File: src/hw/gtpf_pkg.sv
package gtpf_pkg;
   // clock and time figures
   localparam longint CLK_PERIOD_PS  = 64'd5000;
   localparam longint PS_PER_MS      = 64'd1000000000;
   localparam longint PS_PER_US      = 64'd1000000;
   localparam longint TICK_PERIOD_MS = 64'd1000;
   localparam longint NMEA_LOSS_MS   = 64'd2000;
   localparam longint PPS_LOSS_MS    = 64'd1500;
   localparam int TICK_CYC_DEF =
      int'(TICK_PERIOD_MS * PS_PER_MS / CLK_PERIOD_PS);
   localparam int NMEA_CYC_DEF =
      int'(NMEA_LOSS_MS * PS_PER_MS / CLK_PERIOD_PS);
   localparam int PPS_CYC_DEF  = int'(PPS_LOSS_MS * PS_PER_MS / CLK_PERIOD_PS);
   localparam logic [7:0] US_CYC = 8'(PS_PER_US / CLK_PERIOD_PS);

   // time fields, index into a [5:0][6:0] time word
   localparam int TI_YR = 0;
   localparam int TI_MO = 1;
   localparam int TI_DY = 2;
   localparam int TI_HR = 3;
   localparam int TI_MI = 4;
   localparam int TI_SE = 5;
   localparam logic [6:0] INIT_YR = 7'h14;
   localparam logic [6:0] INIT_MO = 7'h05;
   localparam logic [6:0] INIT_DY = 7'h14;
   localparam logic [6:0] SEC_MAX = 7'h3b;
   localparam logic [6:0] MIN_MAX = 7'h3b;
   localparam logic [6:0] HR_MAX  = 7'h17;
   localparam logic [6:0] MON_MAX = 7'h0c;
   localparam logic [6:0] YR_MAX  = 7'h63;

   // frame layout, PAY_* byte indices from the first payload byte
   localparam int FRAME_LEN = 554;
   localparam int HDR_LEN   = 42;
   localparam int PAY_DATE  = 2;
   localparam int PAY_RSV   = 14;
   localparam int PAY_NMEA  = 18;
   localparam int NMEA_LEN  = 100;
   localparam int PAY_FILL  = 118;
   localparam int PAY_STAT  = 506;
   localparam int PAY_LOCK  = 507;
   localparam logic [15:0] ETHERTYPE  = 16'h0800;
   localparam logic [7:0]  IP_VER     = 8'h45;
   localparam logic [15:0] IP_TOTLEN  = 16'h021c;
   localparam logic [7:0]  IP_TTL     = 8'h40;
   localparam logic [7:0]  IP_PROTO   = 8'h11;
   localparam logic [31:0] DST_IP     = 32'hffffffff;
   localparam logic [15:0] UDP_SRC    = 16'h2710;
   localparam logic [15:0] UDP_DST    = 16'h277e;
   localparam logic [15:0] UDP_LEN    = 16'h0208;
   localparam logic [15:0] MARKER     = 16'hffee;
   localparam logic [7:0]  FILL_BYTE  = 8'hdf;

   // sentence characters and fields
   localparam logic [7:0] CH_DOLLAR = 8'h24;
   localparam logic [7:0] CH_COMMA  = 8'h2c;
   localparam logic [7:0] CH_STAR   = 8'h2a;
   localparam logic [7:0] CH_ZERO   = 8'h30;
   localparam logic [7:0] CH_NINE   = 8'h39;
   localparam logic [3:0] FLD_TIME  = 4'h1;
   localparam logic [3:0] FLD_RSTAT = 4'h2;
   localparam logic [3:0] FLD_GFIX  = 4'h6;
   localparam logic [3:0] FLD_RDATE = 4'h9;
   localparam logic [2:0] DIGITS    = 3'h6;
   localparam logic [1:0] CSUM_CHARS = 2'h2;

   typedef enum logic [1:0] {P_IDLE, P_BODY, P_CSUM} gtpf_parse_t;

   function automatic logic [15:0] gtpf_ip_csum(input logic [31:0] src);
      logic [31:0] s;
      s = 32'({IP_VER, 8'h00}) + 32'(IP_TOTLEN) + 32'({IP_TTL, IP_PROTO})
        + 32'(src[31:16]) + 32'(src[15:0])
        + 32'(DST_IP[31:16]) + 32'(DST_IP[15:0]);
      s = 32'(s[15:0]) + 32'(s[31:16]);
      s = 32'(s[15:0]) + 32'(s[31:16]);
      return ~s[15:0];
   endfunction
endpackage

File: src/hw/gtpf_framer.sv
// Summary of operation
// - one time-report frame starts on every internal one-hertz tick
// - no sentence yet: time from 2020-05-20 00:00:00, one second a tick
// - a PPS rising edge restarts the internal tick, locking its phase
// - valid RMC sentences supply real date and time, GGA sentences time only, to both packets
// - at the tick, stamped time is last sentence time plus one second
// - with GPS lost, ticks continue and time advances from the tick alone
// - IP destination is limited broadcast, source the default address
// - MAC destination all ones, own source MAC, EtherType IPv4
// - UDP source port 10000, destination port 10110
// - UDP length field is 520
// - time block: marker, date, second/minute/hour, four reserved
// - then sentence copy, fill, fix status byte, pulse lock flag, four reserved bytes
// - microsecond counter clears to zero on every PPS rising edge
// - sentence lock lost after two seconds without a valid sentence
`timescale 1ns/1ps
`default_nettype none
module gtpf_framer
   import gtpf_pkg::*;
#(
   parameter int unsigned TICK_CYCLES = TICK_CYC_DEF,
   parameter int unsigned NMEA_LOSS   = NMEA_CYC_DEF,
   parameter int unsigned PPS_LOSS    = PPS_CYC_DEF,
   parameter logic [47:0] SRC_MAC     = 48'h02_00_00_00_00_01, // arbitrary
   parameter logic [31:0] SRC_IP      = 32'hc0a801c9
)(
   // clock and reset
   input  wire logic        ref_clk,
   input  wire logic        reset,
   // receiver side
   input  wire logic        ppsPin,
   input  wire logic        nmeaValid,
   input  wire logic [7:0]  nmeaByte,
   input  wire logic        nmeaSelGga,
   // frame stream to the MAC
   input  wire logic        txReady,
   output logic             txValid,
   output logic [7:0]       txData,
   output logic             txLast,
   // time and status for the point-cloud path
   output logic [31:0]      usTime,
   output logic [5:0][6:0]  curTime,
   output logic             pulseLockFlag,
   output logic             nmeaLocked
);
   localparam int HDR_BITS = HDR_LEN * 8;
   localparam logic [15:0] IP_CSUM = gtpf_ip_csum(SRC_IP);
   localparam logic [HDR_BITS-1:0] HDR = {48'hffff_ffff_ffff, SRC_MAC,
      ETHERTYPE, IP_VER, 8'h00, IP_TOTLEN, 32'h0, IP_TTL, IP_PROTO,
      IP_CSUM, SRC_IP, DST_IP, UDP_SRC, UDP_DST, UDP_LEN,
      16'h0000};

   // widen before the product so the tens digit cannot overflow 4 bits
   function automatic logic [6:0] dig2(input logic [3:0] t,
                                       input logic [3:0] o);
      return 7'(t) * 7'h0a + 7'(o);
   endfunction

   // pps synchroniser, tick and microsecond timebase
   logic ppsMeta, ppsSync, ppsPrev, ppsRise;
   logic [31:0] tickCnt, next_tickCnt, ppsAge, next_ppsAge, next_usTime;
   logic [7:0]  usDiv, next_usDiv;
   logic        tick, next_tick, tickDly, next_pulseLockFlag;

   assign ppsRise = ppsSync & ~ppsPrev;

   always_comb begin
      next_tick = 1'b0;
      next_tickCnt = tickCnt + 32'h1;
      if (ppsRise || tickCnt == 32'(TICK_CYCLES - 1)) begin
         next_tick = 1'b1;
         next_tickCnt = 32'h0;
      end
      next_usDiv = (usDiv == US_CYC - 8'h1) ? 8'h0 : usDiv + 8'h1;
      next_usTime = (usDiv == US_CYC - 8'h1) ? usTime + 32'h1 : usTime;
      if (ppsRise) begin
         next_usDiv = 8'h0;
         next_usTime = 32'h0;
      end
      next_ppsAge = ppsRise ? 32'h0 : ppsAge + 32'(ppsAge != PPS_LOSS);
      next_pulseLockFlag = ppsRise | (pulseLockFlag && ppsAge != PPS_LOSS);
   end

   always_ff @(posedge ref_clk or posedge reset) begin
      if (reset) begin
         {ppsMeta, ppsSync, ppsPrev, tick, tickDly} <= 5'h0;
         tickCnt <= 32'h0;
         usDiv <= 8'h0;
         usTime <= 32'h0;
         ppsAge <= 32'h0;
         pulseLockFlag <= 1'b0;
      end else begin
         ppsMeta <= ppsPin;
         ppsSync <= ppsMeta;
         ppsPrev <= ppsSync;
         tick <= next_tick;
         tickDly <= tick;
         tickCnt <= next_tickCnt;
         usDiv <= next_usDiv;
         usTime <= next_usTime;
         ppsAge <= next_ppsAge;
         pulseLockFlag <= next_pulseLockFlag;
      end
   end

   // sentence parser and copy buffer
   gtpf_parse_t pState, next_pState;
   logic [7:0] nmeaBuf [NMEA_LEN];
   logic [6:0] charIdx, next_charIdx, wrIdx;
   logic [3:0] fieldNo, next_fieldNo;
   logic [2:0] fieldPos, next_fieldPos, tCnt, next_tCnt, dCnt, next_dCnt;
   logic [1:0] csLeft, next_csLeft;
   logic [5:0][3:0] tDig, next_tDig, dDig, next_dDig;
   logic [7:0] statChr, next_statChr;
   logic       bufWr, nmeaDone, isDigit;

   always_comb begin
      next_pState = pState;
      next_fieldNo = fieldNo;
      next_fieldPos = fieldPos;
      next_csLeft = csLeft;
      next_tDig = tDig;
      next_dDig = dDig;
      next_tCnt = tCnt;
      next_dCnt = dCnt;
      next_statChr = statChr;
      bufWr = 1'b0;
      nmeaDone = 1'b0;
      wrIdx = charIdx;
      isDigit = nmeaByte >= CH_ZERO && nmeaByte <= CH_NINE;
      if (nmeaValid && nmeaByte == CH_DOLLAR) begin
         // a new start always resyncs, even mid-sentence
         next_pState = P_BODY;
         {next_fieldNo, next_fieldPos, next_tCnt, next_dCnt} = 13'h0;
         next_statChr = 8'h00;
         wrIdx = 7'h0;
         bufWr = 1'b1;
      end else if (nmeaValid) begin
         case (pState)
            P_BODY: begin
               bufWr = 1'b1;
               if (nmeaByte == CH_COMMA) begin
                  next_fieldNo = fieldNo + 4'h1;
                  next_fieldPos = 3'h0;
               end else if (nmeaByte == CH_STAR) begin
                  next_pState = P_CSUM;
                  next_csLeft = CSUM_CHARS;
               end else begin
                  next_fieldPos = (fieldPos == 3'h7) ? fieldPos
                                                     : fieldPos + 3'h1;
                  if (fieldNo == FLD_TIME && fieldPos < DIGITS && isDigit) begin
                     next_tDig[fieldPos] = nmeaByte[3:0];
                     next_tCnt = tCnt + 3'h1;
                  end
                  if (!nmeaSelGga && fieldNo == FLD_RDATE &&
                      fieldPos < DIGITS && isDigit) begin
                     next_dDig[fieldPos] = nmeaByte[3:0];
                     next_dCnt = dCnt + 3'h1;
                  end
                  if (fieldPos == 3'h0 &&
                      fieldNo == (nmeaSelGga ? FLD_GFIX : FLD_RSTAT)) begin
                     next_statChr = nmeaByte;
                  end
               end
            end
            P_CSUM: begin
               bufWr = 1'b1;
               next_csLeft = csLeft - 2'h1;
               if (csLeft == 2'h1) begin
                  next_pState = P_IDLE;
                  nmeaDone = tCnt == DIGITS &&
                             (nmeaSelGga || dCnt == DIGITS);
               end
            end
            default: ;
         endcase
      end
      next_charIdx = (bufWr && wrIdx < 7'(NMEA_LEN)) ? wrIdx + 7'h1 : charIdx;
   end

   always_ff @(posedge ref_clk) begin
      if (bufWr && wrIdx < 7'(NMEA_LEN)) begin
         nmeaBuf[wrIdx] <= nmeaByte;
      end
   end

   always_ff @(posedge ref_clk or posedge reset) begin
      if (reset) begin
         pState <= P_IDLE;
         charIdx <= 7'h0;
         {fieldNo, fieldPos, tCnt, dCnt, csLeft} <= 15'h0;
         tDig <= '0;
         dDig <= '0;
         statChr <= 8'h00;
      end else begin
         pState <= next_pState;
         charIdx <= next_charIdx;
         fieldNo <= next_fieldNo;
         fieldPos <= next_fieldPos;
         tCnt <= next_tCnt;
         dCnt <= next_dCnt;
         csLeft <= next_csLeft;
         tDig <= next_tDig;
         dDig <= next_dDig;
         statChr <= next_statChr;
      end
   end

   // time keeping
   logic [5:0][6:0] nmeaTime, next_nmeaTime, next_curTime, addOut;
   logic [31:0] nmeaAge, next_nmeaAge;
   logic [7:0]  fixStat, next_fixStat;
   logic        nmeaFresh, next_nmeaFresh, next_nmeaLocked;

   gtpf_sec_adder gtpf_sec_adder_inst (
      .inTime  (nmeaFresh ? nmeaTime : curTime),
      .outTime (addOut)
   );

   always_comb begin
      next_curTime = curTime;
      next_nmeaTime = nmeaTime;
      next_nmeaFresh = nmeaFresh;
      next_fixStat = fixStat;
      if (tick) begin
         next_curTime = addOut;
         next_nmeaFresh = 1'b0;
      end
      if (nmeaDone) begin
         // set wins over the tick's clear
         next_nmeaFresh = 1'b1;
         next_fixStat = statChr;
         next_nmeaTime[TI_HR] = dig2(tDig[0], tDig[1]);
         next_nmeaTime[TI_MI] = dig2(tDig[2], tDig[3]);
         next_nmeaTime[TI_SE] = dig2(tDig[4], tDig[5]);
         next_nmeaTime[TI_DY] = nmeaSelGga ? curTime[TI_DY]
                                           : dig2(dDig[0], dDig[1]);
         next_nmeaTime[TI_MO] = nmeaSelGga ? curTime[TI_MO]
                                           : dig2(dDig[2], dDig[3]);
         next_nmeaTime[TI_YR] = nmeaSelGga ? curTime[TI_YR]
                                           : dig2(dDig[4], dDig[5]);
      end
      next_nmeaAge = nmeaDone ? 32'h0 : nmeaAge + 32'(nmeaAge != NMEA_LOSS);
      next_nmeaLocked = nmeaDone |
                        (nmeaLocked && nmeaAge != NMEA_LOSS);
   end

   always_ff @(posedge ref_clk or posedge reset) begin
      if (reset) begin
         curTime <= {7'h00, 7'h00, 7'h00, INIT_DY, INIT_MO, INIT_YR};
         nmeaTime <= '0;
         nmeaFresh <= 1'b0;
         fixStat <= 8'h00;
         nmeaAge <= 32'h0;
         nmeaLocked <= 1'b0;
      end else begin
         curTime <= next_curTime;
         nmeaTime <= next_nmeaTime;
         nmeaFresh <= next_nmeaFresh;
         fixStat <= next_fixStat;
         nmeaAge <= next_nmeaAge;
         nmeaLocked <= next_nmeaLocked;
      end
   end

   // frame serialiser; starts a cycle after the tick so curTime is settled
   logic [9:0] idx, next_idx, readIdx, pay;
   logic [7:0] frameByte, next_txData;
   logic [6:0] fieldVal;
   logic [2:0] item;
   logic       next_txValid, next_txLast, loadByte;

   always_comb begin
      pay = readIdx - 10'(HDR_LEN);
      item = 3'((pay - 10'(PAY_DATE)) >> 1);
      fieldVal = (item < 3'h3) ? curTime[item] : curTime[3'h3 + 3'h5 - item];
      if (readIdx < 10'(HDR_LEN)) begin
         frameByte = HDR[HDR_BITS - 1 - 8 * int'(readIdx) -: 8];
      end else if (pay < 10'(PAY_DATE)) begin
         frameByte = pay[0] ? MARKER[7:0] : MARKER[15:8];
      end else if (pay < 10'(PAY_RSV)) begin
         // first byte of each pair carries the ones digit
         frameByte = CH_ZERO + 8'(pay[0] ? fieldVal / 7'ha
                                         : fieldVal % 7'ha);
      end else if (pay < 10'(PAY_NMEA)) begin
         frameByte = 8'h00;
      end else if (pay < 10'(PAY_FILL)) begin
         // bytes past the stored sentence read as zero
         frameByte = (7'(pay - 10'(PAY_NMEA)) < charIdx) ?
                     nmeaBuf[7'(pay - 10'(PAY_NMEA))] : 8'h00;
      end else if (pay < 10'(PAY_STAT)) begin
         frameByte = FILL_BYTE;
      end else if (pay == 10'(PAY_STAT)) begin
         frameByte = nmeaLocked ? fixStat : 8'h00;
      end else if (pay == 10'(PAY_LOCK)) begin
         frameByte = {7'h0, pulseLockFlag};
      end else begin
         frameByte = 8'h00;
      end
   end

   always_comb begin
      next_txValid = txValid;
      next_txLast = txLast;
      next_idx = idx;
      loadByte = 1'b0;
      readIdx = idx + 10'h1;
      if (!txValid) begin
         readIdx = 10'h0;
         if (tickDly) begin
            next_txValid = 1'b1;
            next_idx = 10'h0;
            next_txLast = 1'b0;
            loadByte = 1'b1;
         end
      end else if (txReady) begin
         if (txLast) begin
            next_txValid = 1'b0;
         end else begin
            next_idx = readIdx;
            next_txLast = readIdx == 10'(FRAME_LEN - 1);
            loadByte = 1'b1;
         end
      end
      next_txData = loadByte ? frameByte : txData;
   end

   always_ff @(posedge ref_clk or posedge reset) begin
      if (reset) begin
         txValid <= 1'b0;
         txLast <= 1'b0;
         txData <= 8'h00;
         idx <= 10'h0;
      end else begin
         txValid <= next_txValid;
         txLast <= next_txLast;
         txData <= next_txData;
         idx <= next_idx;
      end
   end
endmodule
`default_nettype wire

File: src/hw/gtpf_sec_adder.sv
`timescale 1ns/1ps
`default_nettype none
// adds one second to a two-digit-year calendar time, leap years by year % 4
module gtpf_sec_adder
   import gtpf_pkg::*;
(
   // time in and out, fields indexed by TI_*
   input  wire logic [5:0][6:0] inTime,
   output logic      [5:0][6:0] outTime
);
   function automatic logic [6:0] days_in(input logic [6:0] yr,
                                          input logic [6:0] mo);
      case (mo)
         7'h02:   days_in = (yr[1:0] == 2'h0) ? 7'h1d : 7'h1c;
         7'h04, 7'h06, 7'h09, 7'h0b: days_in = 7'h1e;
         default: days_in = 7'h1f;
      endcase
   endfunction

   always_comb begin
      outTime = inTime;
      if (inTime[TI_SE] < SEC_MAX) begin
         outTime[TI_SE] = inTime[TI_SE] + 7'h01;
      end else begin
         outTime[TI_SE] = 7'h00;
         if (inTime[TI_MI] < MIN_MAX) begin
            outTime[TI_MI] = inTime[TI_MI] + 7'h01;
         end else begin
            outTime[TI_MI] = 7'h00;
            if (inTime[TI_HR] < HR_MAX) begin
               outTime[TI_HR] = inTime[TI_HR] + 7'h01;
            end else begin
               outTime[TI_HR] = 7'h00;
               if (inTime[TI_DY] < days_in(inTime[TI_YR], inTime[TI_MO])) begin
                  outTime[TI_DY] = inTime[TI_DY] + 7'h01;
               end else begin
                  outTime[TI_DY] = 7'h01;
                  if (inTime[TI_MO] < MON_MAX) begin
                     outTime[TI_MO] = inTime[TI_MO] + 7'h01;
                  end else begin
                     outTime[TI_MO] = 7'h01;
                     outTime[TI_YR] = (inTime[TI_YR] < YR_MAX) ?
                                      inTime[TI_YR] + 7'h01 : 7'h00;
                  end
               end
            end
         end
      end
   end
endmodule
`default_nettype wire

File: config.mk
export PLATFORM = sky130hd
export DESIGN_NAME = gtpf_framer
export DESIGN_NICKNAME = d
export VERILOG_FILES = /design/src/hw/gtpf_pkg.sv /design/src/hw/gtpf_framer.sv /design/src/hw/gtpf_sec_adder.sv
export SDC_FILE = /design/constraint.sdc
export NUM_CORES = 2
export LEC_CHECK = 0
export ABC_AREA = 0
export ABC_CLOCK_PERIOD_IN_PS = 8800
export BUFFER_PORTS_ARGS = -buffer_cell sky130_fd_sc_hd__buf_2
export CAP_MARGIN = 20
export CELL_PAD_IN_SITES_DETAIL_PLACEMENT = 0
export CELL_PAD_IN_SITES_GLOBAL_PLACEMENT = 1
export CORE_MARGIN = 1
export CORE_UTILIZATION = 48
export CTS_BUF_LIST = sky130_fd_sc_hd__clkbuf_8
export CTS_CLUSTER_DIAMETER = 120
export DETAILED_ROUTE_END_ITERATION = 6
export PLACE_DENSITY_LB_ADDON = 0.25
export SLEW_MARGIN = 20
export SYNTH_ARGS = -nofsm -noshare
export SYNTH_HDL_FRONTEND = slang
export SYNTH_SLANG_ARGS = --single-unit
File: constraint.sdc
create_clock -name ref_clk -period 8.8 [get_ports ref_clk]
set_input_delay 0 -clock ref_clk [delete_from_list [all_inputs] [get_ports ref_clk]]
set_output_delay 0 -clock ref_clk [all_outputs]
set_load 0.05 [all_outputs]
* Yosys cells after proc, flatten, opt, wreduce, memory -nomap -nowiden
Memory sizes are Yosys's and may differ from the RTL's.
Index checks and enable logic that the tools add are counted.
** Word-level totals
- Flip-flop bits (word level) :: 336
- RAM bits :: 800
- Bits of input ports :: 14
- Output and inout port bits :: 86
- Memories :: 1
** Memory list
- nmeaBuf :: depth 100, width 8, rd ports 1, clocked after Yosys merged registers in 0, wr ports 1, RTL line gtpf_framer.sv:108 : logic [7:0] nmeaBuf [NMEA_LEN];
** Operators by class
- Add/sub/neg operators :: 30
- Multiply operators :: 6
- Divide/modulo/power cells :: 2
- Order comparisons :: 22
- Eq/ne operators :: 35
- Shift operators :: 1
- Mux-type cells :: 112
- Bitwise logic cells :: 7
- Reduce and logical (&&, ||, !) cells :: 42
** Operators by type and width (number)
- 343-bit by 14-bit indexed part select with 8-bit output (first input constant) :: 1
- 32-bit two-way mux :: 5
- 8-bit two-way mux :: 18
- 7-bit two-way mux :: 17
- 32-bit by 1-bit adder with 32-bit output :: 2
- 32-bit by 1-bit adder with 32-bit output (second input constant) :: 2
- 32-bit by 29-bit != test with 1-bit output (second input constant) :: 2
- 3-bit two-way mux :: 19
- 10-bit two-way mux :: 5
- 7-bit by 1-bit adder with 7-bit output (second input constant) :: 7
- 24-bit bitwise mux :: 2
- 7-bit by 4-bit adder with 7-bit output :: 6
- 7-bit binary-select mux with 3-bit select :: 2
- 42-bit two-way mux :: 1
- 4-bit by 3-bit multiplier with 6-bit output (second input constant) :: 6
- 35-bit two-way mux :: 1
- 32-bit by 28-bit equality test with 1-bit output (second input constant) :: 1
- 28-bit two-way mux :: 1
- 5-bit AND reduction :: 5
- 8-bit by 6-bit equality test with 1-bit output (second input constant) :: 3
- 1-bit two-way mux :: 24
- 21-bit two-way mux :: 1
- 10-bit by 9-bit equality test with 1-bit output (second input constant) :: 2
- 4-bit two-way mux :: 5
- other kinds (65) :: 119

* Logic depth before layout (Yosys ltp)
- Depth in word-level cells :: 14
- Gate-level depth with buffers :: 43
- Gate-level depth less buffers :: 29

* By module
A second synthesis with hierarchy kept.
** Unflattened totals
- Cell total of the unflattened synthesis :: 4412
- Area, all modules :: 52278.9 sq um
** Modules (own cells, without submodules)
- gtpf_framer :: times used 1, cells an instance 4240, area each 51156.6 sq um, sequential area each 32438.6 sq um
- gtpf_sec_adder :: times used 1, cells an instance 172, area each 1122.3 sq um, sequential area each 0.0 sq um

* Least setup slack after synthesis
No wires, ideal clock.
- Path kind :: register to register
- From :: register idx[0]
- To :: register txData[6]
- Library setup time :: 0.121 ns
- Arrival time :: 8.440 ns
- Setup slack :: 0.239 ns
- Stages on the path, launching flop included :: 43
- Clock period less this slack :: 8.561 ns
- Cell sequence :: dfrtp_1 buf_6 clkbuf_1 clkinv_1 clkbuf_1 buf_1 clkbuf_1 ha_1 and2_1 buf_2 inv_1 buf_2 buf_1 buf_1 buf_2 buf_2 buf_1 ha_1 [7 not listed] nor2_1 a221o_1 inv_1 ha_1 and3_4 o311a_1 o211a_1 inv_2 ha_1 inv_1 a221o_1 o211ai_1 xnor2_1 nand2_1 ha_1 xor2_1 nor2_1 o22a_1
** On the way
- Cells in the longest elaborated chain, start to end :: 14
- Elaborated cells between the ends (all ways) :: 35
- Those cells by class :: add/sub: 7; div: 2; order compare: 8; eq/ne: 1; shift: 1; mux: 15; memory: 1
** RTL lines
- from (decl) :: RTL line gtpf_framer.sv:267 : logic [9:0] idx, next_idx, readIdx, pay;
- from (signal assigned) :: RTL line gtpf_framer.sv:338 : idx <= next_idx;
- 10-bit by 1-bit adder with 10-bit output * :: RTL line gtpf_framer.sv:307 : readIdx = idx + 10'h1;
- 10-bit two-way mux * :: RTL line gtpf_framer.sv:308 : if (!txValid) begin
- 10-bit by 6-bit subtractor with 10-bit output :: RTL line gtpf_framer.sv:274 : pay = readIdx - 10'(HDR_LEN);
- 4-bit by 2-bit subtractor with 4-bit output :: RTL line gtpf_framer.sv:275 : item = 3'((pay - 10'(PAY_DATE)) >> 1);
- 1-bit by 3-bit subtractor with 3-bit output :: RTL line gtpf_framer.sv:276 : fieldVal = (item < 3'h3) ? curTime[item] : curTime[3'h3 + 3'h5 - item];
- 7-bit binary-select mux with 3-bit select :: RTL line gtpf_framer.sv:276
- 7-bit two-way mux (not written as such) :: RTL line gtpf_framer.sv:276
- 7-bit two-way mux :: RTL line gtpf_framer.sv:276
- 7-bit by 4-bit remainder unit with 8-bit output / 7-bit by 4-bit divider with 8-bit output (equally long branches) :: RTL line gtpf_framer.sv:284, gtpf_framer.sv:283
- 8-bit two-way mux :: RTL line gtpf_framer.sv:283 : frameByte = CH_ZERO + 8'(pay[0] ? fieldVal / 7'ha
- 6-bit by 8-bit adder with 8-bit output :: RTL line gtpf_framer.sv:283
- 8-bit two-way mux :: RTL line gtpf_framer.sv:281 : end else if (pay < 10'(PAY_RSV)) begin
- 8-bit two-way mux :: RTL line gtpf_framer.sv:279 : end else if (pay < 10'(PAY_DATE)) begin
- 8-bit two-way mux * :: RTL line gtpf_framer.sv:277 : if (readIdx < 10'(HDR_LEN)) begin
- to (signal assigned) :: RTL line gtpf_framer.sv:337 : txData <= next_txData;
- to (decl) :: RTL line gtpf_framer.sv:38 : output logic [7:0] txData,
Every way passes the cells marked *; elsewhere a longest branch is shown, timed or not. The select of a mux whose other input is x is not followed.
A chain may end at the register's enable or synchronous reset.

* Worst setup path in the final report
- From :: register idx[1]
- To :: register txData[5]
Same word-level chain as after synthesis.

==> results.yml <==
run:
  drv_cap: 0
clock_network:
  postCtsResizedCells: 0
  cts_buffers: 188
  cts_tree: "done"
  clock-sinks: 1136
  clock_tree.root_cell: "clkbuf_8"
  cts_setup_buffers: 0
  clock_path_buffers: 3
  cts_hold_buf: 20
  insertion_delay_ns: 0.88
  clk_pin_slew_ns: 0.06
  cts_max_level: 4
power_and_ir_drop:
  clock_power_share: 0.201
  switching_share: 0.454
  p_leak_nw: 21.8
  power_report.internal_total_mw: 11.8
  total_power_mw: 21.6
  pwr-share-comb: 0.513
  switchingPower_mw: 9.80
  power.density_mw_per_mm2: 373
  ir_worst_vdd_mv: 0.903
  sequentialPowerShare: 0.286
logic_synthesis:
  yosys_warnings: 0
  synth_cell_types: 97
  yosysSeqAreaShare: 0.621
  synth_edf_count: 800
  syn_nets: 4583
  avgSynthCellArea_um2: 11.7
  synth_area_mm2: 0.0522
  synth-seq-cells: 1136
  ys_async_sr_fraction: 0.296
  syn_inst: 4473
  synth_flop_cell: "edfxtp_1"
routing:
  wl_um: 141000
  drt-initial-drc-count: 3287
  drc: 0
  antenna_left: 0
  post_drt_via_cell_ratio: 5.88
  via_count: 36100
  dr.pass1.iters: 5
  routedWlPerCell_um: 23.0
critical_path:
  end_kind: "flip-flop"
  arrival_ns: 8.49
  cp_max_fo: 43
  cpPeakStageDelay_ns: 0.81
  cp_top_family: "compound AO/OA/AOI/OAI gates"
  reg2reg_slack_ns: 1.07
  r2r-start: "idx[1]$_DFFE_PP0P_"
  critPathKind: "reg2reg"
  path_common_cell: "ha_1"
  reg2reg_depth: 23
  startpoint_type: "flip-flop"
  startpoint: "idx[1]$_DFFE_PP0P_"
  timing.rr.end: "txData[5]$_DFFE_PP0P_"
  critical_path_buf_inv_count: 3
  worstPathRequired_ns: 9.56
  path_cells: "inv_1 > ha_1 > and2_2 > inv_6 > ha_1 > xnor2_1 > xnor2_4 > nand2_2 > a21oi_1 > nor2_1 > a221o_1 > inv_1 > ha_1 > nor4_1 > a2111oi_1 > o22ai_1 > o211ai_1 > xnor2_1 > nand2_1 > ha_1 > nor2_1 > nor3_1 > a21oi_1"
  crit_path_top_delay_cell: "a21oi_1"
die:
  initial_core_util: 0.486
  dieArea_mm2: 0.110
  coreArea_mm2: 0.108
  die_y_um: 332
  io_pins: 100
  rows: 120
  dieWidth_um: 332
sta:
  finalSetupViolations: 0
  timing.fmax_mhz: 129
  setup_tns_ns: 0
  post-route-period-util: 0.878
  finalHoldViolations: 0
  period_minus_slack_ns: 7.73
  rsz0062_at_grt: "no"
  finalMaxSlewViolations: 0
  skew_ns: 0.0494
  max_slew_margin: 0.188
  tightestPinTransition_ns: 1.21
place:
  gp_congestion: 0.881
  port_buffers: 99
  hpwl_um: 86800
worst_hold_path:
  worstHoldEndpoint: "nmeaBuf[59][7]$_DFFE_PP_"
  worstHoldPathType: "in2reg"
  hp-start: "nmeaByte[7]"
  hold_depth: 2
global_routing:
  gr-usage-all-layers: 0.255
  grt_overflow: 0
  grt_pass1_vias: 35300
  antenna_found_initial: 2
  grt_max_degree: 119
  grt_pass1_wl_um: 216000
status:
  outcome: "complete, no violations"
final_layout:
  syn2layout_area_growth_pct: 10.7
  fin_util: 0.538
  drive_gt1_frac: 0.116
  nets: 4697
## power by group through the flow
stage | sequential, mW | clock (mW) | combinational (mW)
after floorplan | 6.35 | 0 | 7.41
after global placement | 6.28 | 0 | 10.8
after global routing | 6.20 | 4.66 | 11.8
after detailed placement | 6.28 | 0 | 10.8
after CTS | 6.18 | 4.42 | 10.9
final | 6.18 | 4.34 | 11.1
## worst max-delay path by stage
| stage | slack [ns] | end | depth (start not counted) |
|---|---|---|---|
| detailed placement | 1.22 | txData[5]$_DFFE_PP0P_ | 25 |
| global route | 0.49 | txData[6]$_DFFE_PP0P_ | 23 |
| floorplan | 0.24 | txData[6]$_DFFE_PP0P_ | 42 |
| CTS | 1.17 | txData[5]$_DFFE_PP0P_ | 23 |
| finish | 1.07 | txData[5]$_DFFE_PP0P_ | 23 |
| global placement | 1.29 | txData[6]$_DFFE_PP0P_ | 23 |
## cells in the mapped netlist, types with 7 or more instances
library cell | count | area, µm²
a32oi_1 | 45 | 394
ha_1 | 84 | 1050
and3_1 | 34 | 213
or2_2 | 7 | 43.8
o211ai_1 | 41 | 308
a21o_1 | 15 | 113
a211oi_1 | 96 | 721
a311oi_1 | 32 | 280
nor2b_1 | 42 | 263
xor2_1 | 120 | 1050
or3_1 | 28 | 175
a2bb2oi_1 | 7 | 61.3
o21ai_0 | 175 | 876
o21a_1 | 15 | 113
a221oi_1 | 11 | 96.3
buf_2 | 25 | 125
mux2_2 | 63 | 709
o2bb2ai_1 | 7 | 61.3
nand3_1 | 212 | 1060
nand2b_1 | 17 | 106
inv_1 | 88 | 330
o22ai_1 | 19 | 119
nand4_1 | 44 | 275
o2111ai_1 | 34 | 298
nor2_1 | 380 | 1430
nor3_1 | 62 | 310
a21oi_1 | 146 | 731
buf_1 | 44 | 165
a31oi_1 | 78 | 488
nand2_1 | 731 | 2740
fa_1 | 12 | 240
mux2i_1 | 95 | 951
o31ai_1 | 8 | 60.1
edfxtp_1 | 800 | 24000
nor4_1 | 24 | 150
dfrtp_1 | 330 | 8260
xnor2_1 | 65 | 569
mux4_2 | 29 | 653
clkbuf_1 | 190 | 713
and2_1 | 84 | 526
## per-layer routing
layer,track usage,vias to the layer above,share of wire
met3,0.0400,255,0.063
li1,-,16600,-
met4,0.0922,0,0.030
met2,0.410,1232,0.48
met5,0,-,0
met1,0.351,18000,0.43
## cells in the final DEF (no fill, tap or decap), types with 83 or more instances in the layout
cell      instances
clkbuf_8        200
and2_1           83
o21ai_0         175
nand2_1         731
mux2i_1          95
buf_2            91
edfxtp_1        800
inv_1           169
nand3_1         212
dfrtp_1         327
ha_1             83
nor2_1          375
xor2_1          120
a21oi_1         146
a211oi_1         96
## logic make-up after synthesis
kind of cell,after synthesis,share of synthesized area
multiplexers,194,0.0463
XOR/XNOR,187,0.0316
AND/OR/NAND/NOR,1691,0.144
AO/OA/AOI/OAI,809,0.105
buffers and inverters,359,0.0273
flip-flops,1136,0.621
adder cells (fa/ha/maj),97,0.0249
## through the flow
stage          setup slack (ns)  cells  hold slack, ns  area, µm²
3_3_place_gp               1.29   5779           0.109      54100
3_5_place_dp               1.22   5779           0.111      54100
2_1_floorplan             0.239   4473          0.0314      52200
6_report                   1.07   6145           0.109      57900
4_1_cts                    1.17   6141          0.0287      57800
5_1_grt                   0.490   6144          0.0759      57800
## state kept, by name, summed over array words and instances (netlist names), 8 cells and up
name and count:
nmeaBuf 800, curTime 42, nmeaTime 42, nmeaAge 32
ppsAge 32, tickCnt 32, usTime 32, dDig 24
tDig 24, idx 10, fixStat 8, statChr 8
txData 8, usDiv 8
## layout make-up
cell class                 count  area [µm²]
clock inverter               142         738
antenna                        3        7.51
multi-input combinational   2978       18500
timing repair buffer         190        1310
inverter                      93         363
tap                         1403        1760
clock buffer                 200        2750
sequential                  1136       32400
fill                        9253       49700
## worst register-to-register path, stage by stage, from the launching register on
cell       delay, ns
dfrtp_1         0.42
inv_1           0.08
ha_1            0.44
and2_2          0.67
inv_6           0.31
ha_1            0.42
xnor2_1         0.43
xnor2_4         0.22
nand2_2         0.25
a21oi_1         0.82
nor2_1          0.29
a221o_1         0.43
inv_1           0.23
ha_1            0.37
nor4_1          0.11
a2111oi_1       0.58
o22ai_1         0.38
o211ai_1        0.32
xnor2_1         0.15
nand2_1         0.08
ha_1            0.32
nor2_1          0.05
nor3_1          0.15
a21oi_1         0.09
Note: power is estimated with default switching activity, not from simulation.
